===== src/hdl/pfc_map.svh =====
// constants for the program flash control register block
//
// Contract
// - bits 7 and 5..3 read as zero
// - calibration select steers reads to test area
// - calibration reads never expose config or id
// - writes happen only while write allow set
// - setting write trigger starts a flash write
// - software cannot clear the write trigger
// - hardware clears write trigger when write ends
// - read trigger starts read, hardware clears it
// - no flash read while read trigger clear
// - write with calibration select set is suppressed
// - fetch in second cycle, skip, present word
`ifndef PFC_MAP_SVH
`define PFC_MAP_SVH

// ****************************************
// register layout
// ****************************************
`define PFC_BIT_CAL       6
`define PFC_BIT_ALLOW     2
`define PFC_BIT_WR        1
`define PFC_BIT_RD        0
`define PFC_UNUSED_MASK   8'hb8
`define PFC_CTRL_RESET    8'h00
`define PFC_ZERO_WORD     14'h0000

// ****************************************
// calibration space locations that stay hidden
// ****************************************
`define PFC_CAL_CONFIG_ADDR 13'h0007
`define PFC_CAL_ID_ADDR     13'h0006

`endif


===== src/hdl/pfc_pkg.sv =====
// types for the program flash control register block
package pfc_pkg;
    typedef enum logic [2:0] {
        PFC_RD_IDLE  = 3'b001,
        PFC_RD_WAIT  = 3'b010,
        PFC_RD_FETCH = 3'b100
    } pfc_rd_state_e;

    typedef enum logic [1:0] {
        PFC_WR_IDLE = 2'b01,
        PFC_WR_BUSY = 2'b10
    } pfc_wr_state_e;

    typedef struct packed {
        logic cal_select;
        logic write_allow;
        logic write_trig;
        logic read_trig;
    } pfc_ctrl_s;
endpackage : pfc_pkg


===== src/hdl/pfc_ctrl.sv =====
// program flash control register and its read and write sequencing
`timescale 1ns/1ps
`default_nettype none
`include "pfc_map.svh"

module pfc_ctrl
    import pfc_pkg::*;
(
    // clock and reset
    input  wire logic        i_ref_clk,
    input  wire logic        i_srst,
    // special function register port
    input  wire logic        i_sfr_wr,
    input  wire logic [7:0]  i_sfr_wdata,
    output logic      [7:0]  o_sfr_rdata,
    // flash controller
    input  wire logic [12:0] i_flash_addr,
    input  wire logic [13:0] i_flash_rdata,
    input  wire logic        i_wr_done,
    output logic             o_flash_rd,
    output logic             o_flash_cal,
    output logic             o_wr_start,
    // core side
    output logic             o_skip_instr,
    output logic             o_read_valid,
    output logic      [13:0] o_read_word
);

    // ****************************************
    // control register
    // ****************************************
    pfc_ctrl_s     ctrl_reg;
    logic          cal_select_reg;
    logic          write_allow_reg;
    logic          write_trig_reg;
    logic          read_trig_reg;
    pfc_rd_state_e rd_state_reg;
    pfc_wr_state_e wr_state_reg;
    logic          hidden_addr;
    logic          wr_ok;
    logic          rd_launch;

    // one flop per bit keeps a single driver each; the struct is only a view
    assign ctrl_reg    = {cal_select_reg, write_allow_reg, write_trig_reg, read_trig_reg};
    assign hidden_addr = o_flash_cal && ((i_flash_addr == `PFC_CAL_CONFIG_ADDR) ||
                                         (i_flash_addr == `PFC_CAL_ID_ADDR));
    assign wr_ok       = ctrl_reg.write_allow && !ctrl_reg.cal_select;
    assign rd_launch   = i_sfr_wr && i_sfr_wdata[`PFC_BIT_RD] && !ctrl_reg.read_trig;

    always_comb begin
        o_sfr_rdata                = `PFC_CTRL_RESET;
        o_sfr_rdata[`PFC_BIT_CAL]   = ctrl_reg.cal_select;
        o_sfr_rdata[`PFC_BIT_ALLOW] = ctrl_reg.write_allow;
        o_sfr_rdata[`PFC_BIT_WR]    = ctrl_reg.write_trig;
        o_sfr_rdata[`PFC_BIT_RD]    = ctrl_reg.read_trig;
    end

    always_ff @(posedge i_ref_clk) begin
        if (i_srst) begin
            cal_select_reg  <= 1'b0;
            write_allow_reg <= 1'b0;
        end else if (i_sfr_wr) begin
            cal_select_reg  <= i_sfr_wdata[`PFC_BIT_CAL];
            write_allow_reg <= i_sfr_wdata[`PFC_BIT_ALLOW];
        end
    end

    // set beats the hardware clear so a request is never lost
    always_ff @(posedge i_ref_clk) begin
        if (i_srst) begin
            write_trig_reg <= 1'b0;
        end else if (i_sfr_wr && i_sfr_wdata[`PFC_BIT_WR]) begin
            write_trig_reg <= 1'b1;
        end else if (wr_state_reg == PFC_WR_BUSY && i_wr_done) begin
            write_trig_reg <= 1'b0;
        end else if (wr_state_reg == PFC_WR_IDLE && ctrl_reg.write_trig && !wr_ok) begin
            write_trig_reg <= 1'b0;
        end
    end

    always_ff @(posedge i_ref_clk) begin
        if (i_srst) begin
            read_trig_reg <= 1'b0;
        end else if (rd_launch) begin
            read_trig_reg <= 1'b1;
        end else if (rd_state_reg == PFC_RD_FETCH) begin
            read_trig_reg <= 1'b0;
        end
    end

    // ****************************************
    // write sequencing
    // ****************************************
    // the erase and program timer lives in the flash controller; this only waits for it
    assign o_wr_start = (wr_state_reg == PFC_WR_IDLE) && ctrl_reg.write_trig && wr_ok;

    always_ff @(posedge i_ref_clk) begin
        if (i_srst) begin
            wr_state_reg <= PFC_WR_IDLE;
        end else begin
            case (wr_state_reg)
                PFC_WR_IDLE: begin
                    if (o_wr_start) begin
                        wr_state_reg <= PFC_WR_BUSY;
                    end
                end
                PFC_WR_BUSY: begin
                    if (i_wr_done) begin
                        wr_state_reg <= PFC_WR_IDLE;
                    end
                end
                default: begin
                    wr_state_reg <= PFC_WR_IDLE;
                end
            endcase
        end
    end

    // ****************************************
    // read sequencing
    // ****************************************
    assign o_flash_cal  = ctrl_reg.cal_select;
    assign o_skip_instr = (rd_state_reg == PFC_RD_FETCH);
    assign o_flash_rd   = (rd_state_reg == PFC_RD_FETCH) && ctrl_reg.read_trig &&
                          !hidden_addr;

    always_ff @(posedge i_ref_clk) begin
        if (i_srst) begin
            rd_state_reg <= PFC_RD_IDLE;
        end else begin
            case (rd_state_reg)
                PFC_RD_IDLE: begin
                    if (rd_launch) begin
                        rd_state_reg <= PFC_RD_WAIT;
                    end
                end
                PFC_RD_WAIT: begin
                    rd_state_reg <= PFC_RD_FETCH;
                end
                PFC_RD_FETCH: begin
                    rd_state_reg <= PFC_RD_IDLE;
                end
                default: begin
                    rd_state_reg <= PFC_RD_IDLE;
                end
            endcase
        end
    end

    // a hidden location reads back as zero rather than stalling the core
    always_ff @(posedge i_ref_clk) begin
        if (i_srst) begin
            o_read_word  <= `PFC_ZERO_WORD;
            o_read_valid <= 1'b0;
        end else begin
            o_read_valid <= (rd_state_reg == PFC_RD_FETCH);
            if (rd_state_reg == PFC_RD_FETCH) begin
                o_read_word <= hidden_addr ? `PFC_ZERO_WORD : i_flash_rdata;
            end
        end
    end
endmodule : pfc_ctrl
`default_nettype wire


===== config.mk =====
export PLATFORM = sky130hd
export DESIGN_NAME = pfc_ctrl
export DESIGN_NICKNAME = d
export VERILOG_FILES = /design/src/hdl/pfc_pkg.sv /design/src/hdl/pfc_ctrl.sv
export VERILOG_INCLUDE_DIRS = /design/src /design/src/hdl
export SDC_FILE = /design/constraint.sdc
export NUM_CORES = 1
export LEC_CHECK = 0
export BUFFER_PORTS_ARGS = -buffer_cell sky130_fd_sc_hd__clkbuf_2
export CORE_MARGIN = 4
export CORE_UTILIZATION = 30
export DETAILED_ROUTE_END_ITERATION = 10
export HOLD_SLACK_MARGIN = 0.03
export PLACE_DENSITY_LB_ADDON = 0.3
export SLEW_MARGIN = 20
export SYNTH_ARGS = -nofsm -noshare
export SYNTH_HDL_FRONTEND = slang
export SYNTH_SLANG_ARGS = --single-unit

===== constraint.sdc =====
create_clock -name i_ref_clk -period 1.5 [get_ports i_ref_clk]
set_input_delay 0.225 -clock i_ref_clk [delete_from_list [all_inputs] [get_ports i_ref_clk]]
set_output_delay 0.225 -clock i_ref_clk [all_outputs]
set_load 0.02 [all_outputs]

## Yosys cells after proc, flatten, opt, wreduce, memory -nomap -nowiden

Cells that the tools add are included.

- Register bits after elaboration: 24
- Bits in latches: 0
- Bits in writable memories: 0
- Bits in read-only memories: 0
- Input bits: 39
- Output and inout port bits: 27
- Logic and storage cells: 48
- Memories kept: 0

- $add $sub $neg: 0
- Multipliers: 0
- Divide/modulo/power cells: 0
- Order comparisons: 0
- Equal/unequal tests: 10
- Shift-type cells: 0
- Mux-type cells: 11
- Bitwise operators: 0
- Reductions and logical operators: 19

Operators by type and width:

| operator | count |
|---|---|
| == test 13 x 3 -> 1 bit (second input constant) | 2 |
| two-way mux 14 bit | 1 |
| logical AND 1 bit | 11 |
| inequality test 2 bit (second input constant) | 3 |
| case mux 3 bit (2 select lines) | 1 |
| two-way mux 1 bit | 5 |
| logical NOT 1 bit | 4 |
| two-way mux 2 bit | 2 |
| case mux 2 bit (2 select lines) | 1 |
| == test 3 x 1 -> 1 bit (second input constant) | 1 |
| == test 3 x 2 -> 1 bit (second input constant) | 1 |
| == test 3 bit (second input constant) | 1 |
| two-way mux 3 bit | 1 |
| nonzero test 3 bit | 1 |
| == test 2 x 1 -> 1 bit (second input constant) | 1 |
| == test 2 bit (second input constant) | 1 |
| AND reduction 2 bit | 1 |
| nonzero test 2 bit | 1 |
| logical OR 1 bit | 1 |

## Logic depth before layout (Yosys ltp)

Gate-level depths: netlist of run 1.

- Word-level depth: 7
- Depth in mapped cells: 5
- Depth with buffers taken out: 4

## Worst setup path before layout of run 1

OpenSTA, ideal clock, no wires.

- Path kind: flip-flop to output port
- From: register cal_select_reg (netlist: o_flash_cal)
- To: output o_flash_rd
- Data arrival time: 1.318 ns
- Required time: 1.275 ns
- Path slack: -0.043 ns
- Cell stages (with the launch flop): 5
- Buffers on the path: 1
- Path through: dfxtp_1 > and4b_1 > nand4_1 > buf_2 > and3_1

- Word-level cells in the longest chain between the ends: 3

Ends and longest elaborated chain:

| element | RTL line | text |
|---|---|---|
| from (decl) | pfc_ctrl.sv:33 | `logic cal_select_reg;` |
| from (signal assigned) | pfc_ctrl.sv:63 | `` cal_select_reg <= i_sfr_wdata[`PFC_BIT_CAL]; `` |
| logical AND 1 bit | pfc_ctrl.sv:45 | `` assign hidden_addr = o_flash_cal && ((i_flash_addr == `PFC_CAL_CONFIG_ADDR) \|\| `` |
| logical NOT 1 bit | pfc_ctrl.sv:125 | `!hidden_addr;` |
| logical AND 1 bit | pfc_ctrl.sv:124 | `assign o_flash_rd = (rd_state_reg == PFC_RD_FETCH) && ctrl_reg.read_trig &&` |
| to (decl) | pfc_ctrl.sv:20 | `output logic o_flash_rd,` |

No other way between the ends.

## Worst setup path after layout of run 1

- From: register rd_state_reg[1]
- To: output o_flash_rd

- Word-level cells in the longest chain between the ends: 3

Ends and longest elaborated chain:

| element | RTL line | text |
|---|---|---|
| from (decl) | pfc_ctrl.sv:37 | `pfc_rd_state_e rd_state_reg;` |
| from (signal assigned) | pfc_ctrl.sv:129 | `rd_state_reg <= PFC_RD_IDLE;` |
| from (signal assigned) | pfc_ctrl.sv:134 | `rd_state_reg <= PFC_RD_WAIT;` |
| from (signal assigned) | pfc_ctrl.sv:138 | `rd_state_reg <= PFC_RD_FETCH;` |
| == test 3 bit | pfc_ctrl.sv:124 |  |
| logical AND 1 bit (2 in a row) | pfc_ctrl.sv:124 |  |

No other way between the ends.

==> metrics.md, run 1 <==
| Metric | Value |
|---|---|
| Run status | `finished with violations` |
| Failing checks | `setup timing` |
| Synth area leader | `dfxtp_1` |
| RR Endpoint | `o_read_word[6]$_SDFFE_PP0P_` |
| Antenna viol nets, final | `0` |
| TritonCTS Sinks | `24` |
| Worst-path fanout max | `2` |
| ANT cells | `0` |
| GRT Total Usage | `0.1078` |
| Area grow syn2layout | `40.31%` |
| Worst R2R Path Depth | `6` |
| CTS tree | `built` |
| Cells after DPL | `around 180` |
| Clk_skew | `2.472 ps` |
| Setup violators final | `2` |
| CP arrival | `about 1400 ps` |
| Die Wd | `65 µm` |
| Syn_area_per_cell | `around 11 µm²` |
| I/O Buffers | `56` |
| CP cell instances | `or3b_4 > clkinv_4 > and3_4 > buf_8` |
| Antenna violations before repair | `0` |
| Number of top-level pins | `66` |
| Drc violations | `0` |
| Psw | `0.2404 mW` |
| Crit path required time | `1270 ps` |
| Crit path largest cell delay | `410 ps` |
| Max reg flops | `14` |
| Worst Hold End | `write_trig_reg$_SDFFE_PP0P_` |
| Fin util | `0.4443` |
| Vias in the first global route | `~870` |
| Upper clock frequency limit | `0.6189 GHz` |
| Initial Util | `0.3167` |
| HP Start | `i_sfr_wdata[1]` |
| CP Launch Type | `flop` |
| Synth async-reset ratio | `0` |
| Clk Latency, worst-skew pair | `300 ps` |
| CP endpoint kind | `output pin` |
| Dominant cell by count in the synthesized netlist | `dfxtp_1` |
| Mapped Area | `974.7 µm²` |
| Post-Layout Inst Area | `0.001368 mm²` |
| Clock slew at reported path FFs | `120 ps` |
| Combinational fraction of design power | `0.110` |
| Final Wtd Congestion | `0.6997` |
| Unique masters post-synth | `29` |
| Synth warnings | `0` |
| Seq/Total Area, Yosys | `0.4929` |
| Internal power | `0.8535 mW` |
| Hold slack final | `146.5 ps` |
| CP top delay family | `simple AND/OR/NAND/NOR gates` |
| H-tree lvl count | `1` |
| Core area | `0.003078 mm²` |
| # nets final | `between 150 and 200` |
| Synth area leaders | `dfxtp_1 49%, a32o_1 14%, buf_4 6.2%` |
| Hold Path Cell Cnt | `3` |
| FP Rows | `20` |
| Switching Fraction | `0.2198` |
| Setup ws final | `-115.9 ps` |
| First-pass GRT wire length | `3.608 mm` |
| Number of DRC markers in iteration 0 | `21` |
| WP depth | `4` |
| Mapped Cells | `86` |
| Number of enable flip-flop cells after synthesis | `0` |
| Sequential power share | `0.598` |
| RSZ-0062 raised after global routing | `yes` |
| Largest net degree at the start of global routing | `16` |
| Worst reg2reg setup slack | `100 ps` |
| Crit-path slowest cell | `or3b_4` |
| Min-delay worst type | `primary input to flop` |
| Post-detail-place hpwl | `1.782 mm` |
| FF-to-FF Start | `rd_state_reg[1]$_SDFFE_PP0P_` |
| Area after DPL | `0.001230 mm²` |
| Peak supply drop | `419.8 µV` |
| Fraction of layout cells with a size suffix above 1 | `0.5479` |
| Pwr dens | `799.9 mW/mm²` |
| Via/cell ratio | `between 4 and 5` |
| Final wirelength | `2.305 mm` |
| Yosys reg bits | `24` |
| Cell leakage power | `roughly 0.67 nW` |
| Yosys top cell area share | `0.4929` |
| Clock share of power | `0.291` |
| Chip Height | `65 µm` |
| Path type of the worst setup path | `flop to output pin` |
| Final hold vios | `0` |
| Worst Path Buf+Inv | `2` |
| Final period util | `1.077` |
| Non-filler cells in the finished layout | `190` |
| Max Root-Sink Buffers | `2` |
| Final Slew Violations | `0` |
| Root Driver | `clkbuf_4` |
| TritonCTS Buffers | `3` |
| Synth cell count leaders | `24 x dfxtp_1, 14 x a32o_1, 8 x buf_4` |
| First-pass iteration count of the detailed router | `4` |
| Vias post-DR | `883` |
| Die area | `0.004225 mm²` |
| Max-cap viol count | `0` |
| DR WL/cell | `12.13 µm` |
| Minimum clock period | `1616 ps` |
| Remaining Overflow, GRT | `0` |
| Post-synth top flop | `dfxtp_1` |
==> worst max-delay path by stage <==
stage                                       startpoint         end  slack (ps)
after floorplan               o_flash_cal$_SDFFE_PP0P_  o_flash_rd          50
after global placement    rd_state_reg[2]$_SDFFE_PP0P_  o_flash_rd         130
after detailed placement               i_flash_addr[7]  o_flash_rd         100
after CTS                 rd_state_reg[0]$_SDFFE_PP1P_  o_flash_rd        -150
after global routing          o_flash_cal$_SDFFE_PP0P_  o_flash_rd        -160
final                     rd_state_reg[1]$_SDFFE_PP0P_  o_flash_rd        -120
==> kinds of logic after synthesis <==
group,Yosys count,share of synthesized area
buf+inv,16,0.1309
simple gates,23,0.1669
other cells,1,0.003847
mux,2,0.02054
flops,24,0.4929
compound gates,20,0.1848
==> power groups by stage <==
stage                     Combinational [mW]  Clock [mW]  Sequential, mW
after CTS                              0.112       0.335           0.656
after floorplan                       0.0711           0           0.670
after detailed placement               0.109           0           0.670
after global placement                 0.106           0           0.669
after global routing                   0.133       0.361           0.657
final                                  0.121       0.318           0.655
==> layout make-up <==
type,instances,area (µm²)
multi-input combinational,49,390.4
fill,284,1710
clock buffer,4,36.28
tap,44,55.05
inverter,4,20.02
sequential,24,488.0
timing repair buffer,65,377.9
==> layer usage <==
metal / GRT usage / vias to the layer above / wire length, µm
li1: - / 435 / -
met1: 0.1188 / 414 / 871
met2: 0.1928 / 32 / 1209
met3: 0.03293 / 2 / 205
met4: 0.03958 / 0 / 19
met5: 0 / - / 0
==> per-stage QoR <==
stage	setup TNS (ps)	total power, mW	setup WS (ps)
3_5_place_dp	0	0.7791	100.5
2_1_floorplan	0	0.7409	52.62
3_3_place_gp	0	0.7751	129.8
5_1_grt	-308.0	1.151	-164.5
4_1_cts	-219.0	1.103	-147.1
6_report	-151.6	1.094	-115.9
==> tightest hold or removal path: cells and delay by family <==
kind                   cells  cell delay (ps)
AOI/OAI and AO/OA          1               50
buffers and inverters      1               80
and+or+nand+nor            1               50
==> timing repair <==
action	4_1_cts	5_1_grt
gates cloned	0	0
resized for setup	9	8
hold endpoints to repair	0	0
hold buffers	0	0
setup buffers	4	3
pin swaps	1	3
endpoints found under the setup margin	3	3
==> layout by cell type, fill, tap and decap left out, types with 2 or more instances in the layout <==
cell / n
a21oi_1: 3
nor3_1: 3
a32o_1: 14
nand3b_1: 2
dfxtp_2: 3
inv_1: 3
dfxtp_1: 20
nand4_1: 2
mux2i_1: 2
nand2_1: 2
clkbuf_4: 3
buf_4: 8
clkbuf_2: 53
buf_8: 2
buf_6: 2
nor2_1: 4
conb_1: 4
(Power assumes the default switching activity.)
==> run 2, diff against run 1 <==
--- a/config.mk
+++ b/config.mk
@@ -7,7 +7,7 @@
 export NUM_CORES = 1
 export LEC_CHECK = 0
 export BUFFER_PORTS_ARGS = -buffer_cell sky130_fd_sc_hd__clkbuf_2
-export CORE_MARGIN = 4
+export CORE_MARGIN = 1
 export CORE_UTILIZATION = 30
 export DETAILED_ROUTE_END_ITERATION = 10
 export HOLD_SLACK_MARGIN = 0.03
==> run 2 against run 1 <==
Against the previous run:
- the flow still finishes with violations (setup timing)
- count of clock-buffer cells in the layout unchanged
- total power rose by 0.23%
- design area is 0.64% lower
- routed wire length decreased by 9.4%
- setup slack better by 4.5 ps
- clock power grew 2%
- die area fell by 18%
- fmax rose by 0.28%
- final cell count is the same
- critical endpoint unchanged
==> metrics.md, run 2 (synthesis results as in run 1) <==
| Metric | Value |
|---|---|
| Run status | `finished with violations` |
| Failing checks | `setup timing` |
| Worst R2R Path Depth | `6 (unchanged)` |
| Max-cap viol count | `0 (unchanged)` |
| H-tree lvl count | `1 (unchanged)` |
| Final period util | `1.074 (-0.002997)` |
| Setup violators final | `2 (unchanged)` |
| CP top delay family | `simple AND/OR/NAND/NOR gates` |
| FF-to-FF Start | `rd_state_reg[1]$_SDFFE_PP0P_` |
| Min-delay worst type | `primary input to flop` |
| Area grow syn2layout | `39.41%` |
| Worst Hold End | `o_read_word[2]$_SDFFE_PP0P_` |
| Minimum clock period | `1611 ps (-4.496 ps)` |
| Clk_skew | `5.846 ps (+3.375 ps)` |
| Clk Latency, worst-skew pair | `300 ps (about the same)` |
| WP depth | `4 (unchanged)` |
| Antenna violations before repair | `0 (unchanged)` |
| Fillers | `307 (+8.1%)` |
| Power Total | `1.096 mW (+0.23%)` |
| CP cell instances | `or3b_4 > clkinv_4 > and3_4 > buf_8` |
| GRT Total Usage | `0.1281 (+0.02028)` |
| Via/cell ratio | `4.658 (+0.23%)` |
| Antenna viol nets, final | `0 (unchanged)` |
| Most frequent cells in the layout | `53 x clkbuf_2, 19 x dfxtp_1, 14 x a32o_1, 10 x buf_4, 5 x dfxtp_2` |
| # nets final | `186 (unchanged)` |
| Core area | `0.003078 mm² (unchanged)` |
| Final hold vios | `0 (unchanged)` |
| Peak supply drop | `391.5 µV (-6.7%)` |
| Final Slew Violations | `0 (unchanged)` |
| Remaining Overflow, GRT | `0 (unchanged)` |
| Clock slew at reported path FFs | `120 ps (about the same)` |
| CTS tree | `built` |
| Max reg flops | `14 (unchanged)` |
| RSZ-0062 raised after global routing | `yes` |
| Hold Path Cell Cnt | `2 (-1)` |
| First-pass iteration count of the detailed router | `4 (unchanged)` |
| Die Wd | `59 µm (-9.2%)` |
| Final wirelength | `2.089 mm (-9.4%)` |
| ANT cells | `0 (unchanged)` |
| CP arrival | `1390 ps (about the same)` |
| Area of the multi-input gates | `390.4 µm² (unchanged)` |
| Vias in the first global route | `848 (-2.6%)` |
| Setup ws final | `-111.4 ps (+4.496 ps)` |
| Upper clock frequency limit | `0.6206 GHz (+0.28%)` |
| Number of DRC markers in iteration 0 | `12 (-43%)` |
| Post-detail-place hpwl | `1.622 mm (-9.0%)` |
| Fraction of layout cells with a size suffix above 1 | `0.5548 (+0.006849)` |
| TritonCTS Buffers | `3 (unchanged)` |
| Crit path largest cell delay | `410 ps (about the same)` |
| Path type of the worst setup path | `flop to output pin` |
| Initial Util | `0.3167 (unchanged)` |
| Number of top-level pins | `66 (unchanged)` |
| Commonest non-fill, non-tap cell in the layout | `clkbuf_2` |
| Pwr dens | `806.9 mW/mm² (+0.87%)` |
| Setup TNS | `-154.3 ps (-2.611 ps)` |
| Crit path required time | `1270 ps (about the same)` |
| RR Endpoint | `o_read_word[1]$_SDFFE_PP0P_` |
| First-pass GRT wire length | `3.360 mm (-6.9%)` |
| Hold slack final | `146.3 ps (-0.1800 ps)` |
| Worst Path Buf+Inv | `2 (unchanged)` |
| Worst-path fanout max | `2 (unchanged)` |
| Root Driver | `clkbuf_4` |
| Largest net degree at the start of global routing | `16 (unchanged)` |
| TritonCTS Sinks | `24 (unchanged)` |
| I/O Buffers | `56 (unchanged)` |
| Cell leakage power | `0.6632 nW (-0.39%)` |
| CP Launch Type | `flop` |
| Drc violations | `0 (unchanged)` |
| FF+latch area | `486.7 µm² (-0.26%)` |
| Worst reg2reg setup slack | `80 ps (-20 ps)` |
| DR WL/cell | `10.99 µm (-9.4%)` |
| Die area | `0.003481 mm² (-18%)` |
| CP endpoint kind | `output pin` |
| Chip Height | `59 µm (-9.2%)` |
| Max Root-Sink Buffers | `2 (unchanged)` |
| Vias post-DR | `885 (+0.23%)` |
| Crit-path slowest cell | `or3b_4` |
| HP Start | `i_flash_rdata[2]` |
| FP Rows | `20 (unchanged)` |
| Final Wtd Congestion | `0.6222 (-11%)` |
[run 2: cell counts in the layout (fill, tap and decap cells not counted)]
Identical to the previous run, type by type.
[run 2: final cells by class]
cell class              instances  area share
flip-flops and latches         24      0.3582
multi-input cells              49      0.2873
repair buffers                 65      0.2726
well taps                      44     0.04052
clock buffers                   4     0.02670
inverters                       4     0.01473
[run 2: worst register-to-register path, cell delays in order (launching register included)]
cell and delay (ps):
dfxtp_2 340, or3b_4 410, clkinv_4 50, buf_4 110
buf_4 110, nor2_4 70, a32o_1 230
[run 2: power breakdown]
part	total, mW	leakage [nW]	internal [mW]	switching, mW
logic	0.116	0.447	0.0566	0.0592
registers	0.657	0.196	0.648	0.00872
clock network	0.324	0.0210	0.148	0.176
total	1.10	0.663	0.853	0.244
[run 2: repair_timing]
| action | 4_1_cts | 5_1_grt |
|---|---|---|
| buffers inserted | 6 | 2 |
| hold buffers | 0 | 0 |
| hold endpoints to repair | 0 | 0 |
| resized for setup | 9 | 6 |
| setup endpoints to repair | 3 | 3 |
| pin swaps | 1 | 1 |
[run 2: metrics by stage]
stage                 util  cell area (µm²)  std cells  setup WS (ps)
finish              0.4415             1359        190         -111.4
global placement    0.3972             1222        178          104.9
floorplan                -            987.2         89          52.62
global route        0.4415             1359        190         -158.2
detailed placement  0.3972             1222        178          82.54
CTS                 0.4329             1333        188         -137.3
[run 2: worst max-delay path by stage]
stage,start,endpoint,slack [ps]
global route,rd_state_reg[1]$_SDFFE_PP0P_,o_flash_rd,-160
floorplan,o_flash_cal$_SDFFE_PP0P_,o_flash_rd,50
detailed placement,rd_state_reg[2]$_SDFFE_PP0P_,o_flash_rd,80
global placement,rd_state_reg[2]$_SDFFE_PP0P_,o_flash_rd,100
CTS,rd_state_reg[0]$_SDFFE_PP1P_,o_flash_rd,-140
finish,rd_state_reg[1]$_SDFFE_PP0P_,o_flash_rd,-110
[run 2: metal layers]
| metal | vias to the layer above | GRT usage | routed length (µm) | share of wire |
|---|---|---|---|---|
| li1 | 434 | - | - | - |
| met1 | 413 | 0.1409 | 812 | 0.39 |
| met2 | 34 | 0.2321 | 1084 | 0.52 |
| met3 | 4 | 0.03493 | 167 | 0.080 |
| met4 | 0 | 0.05102 | 25 | 0.012 |
| met5 | - | 0 | 0 | 0 |
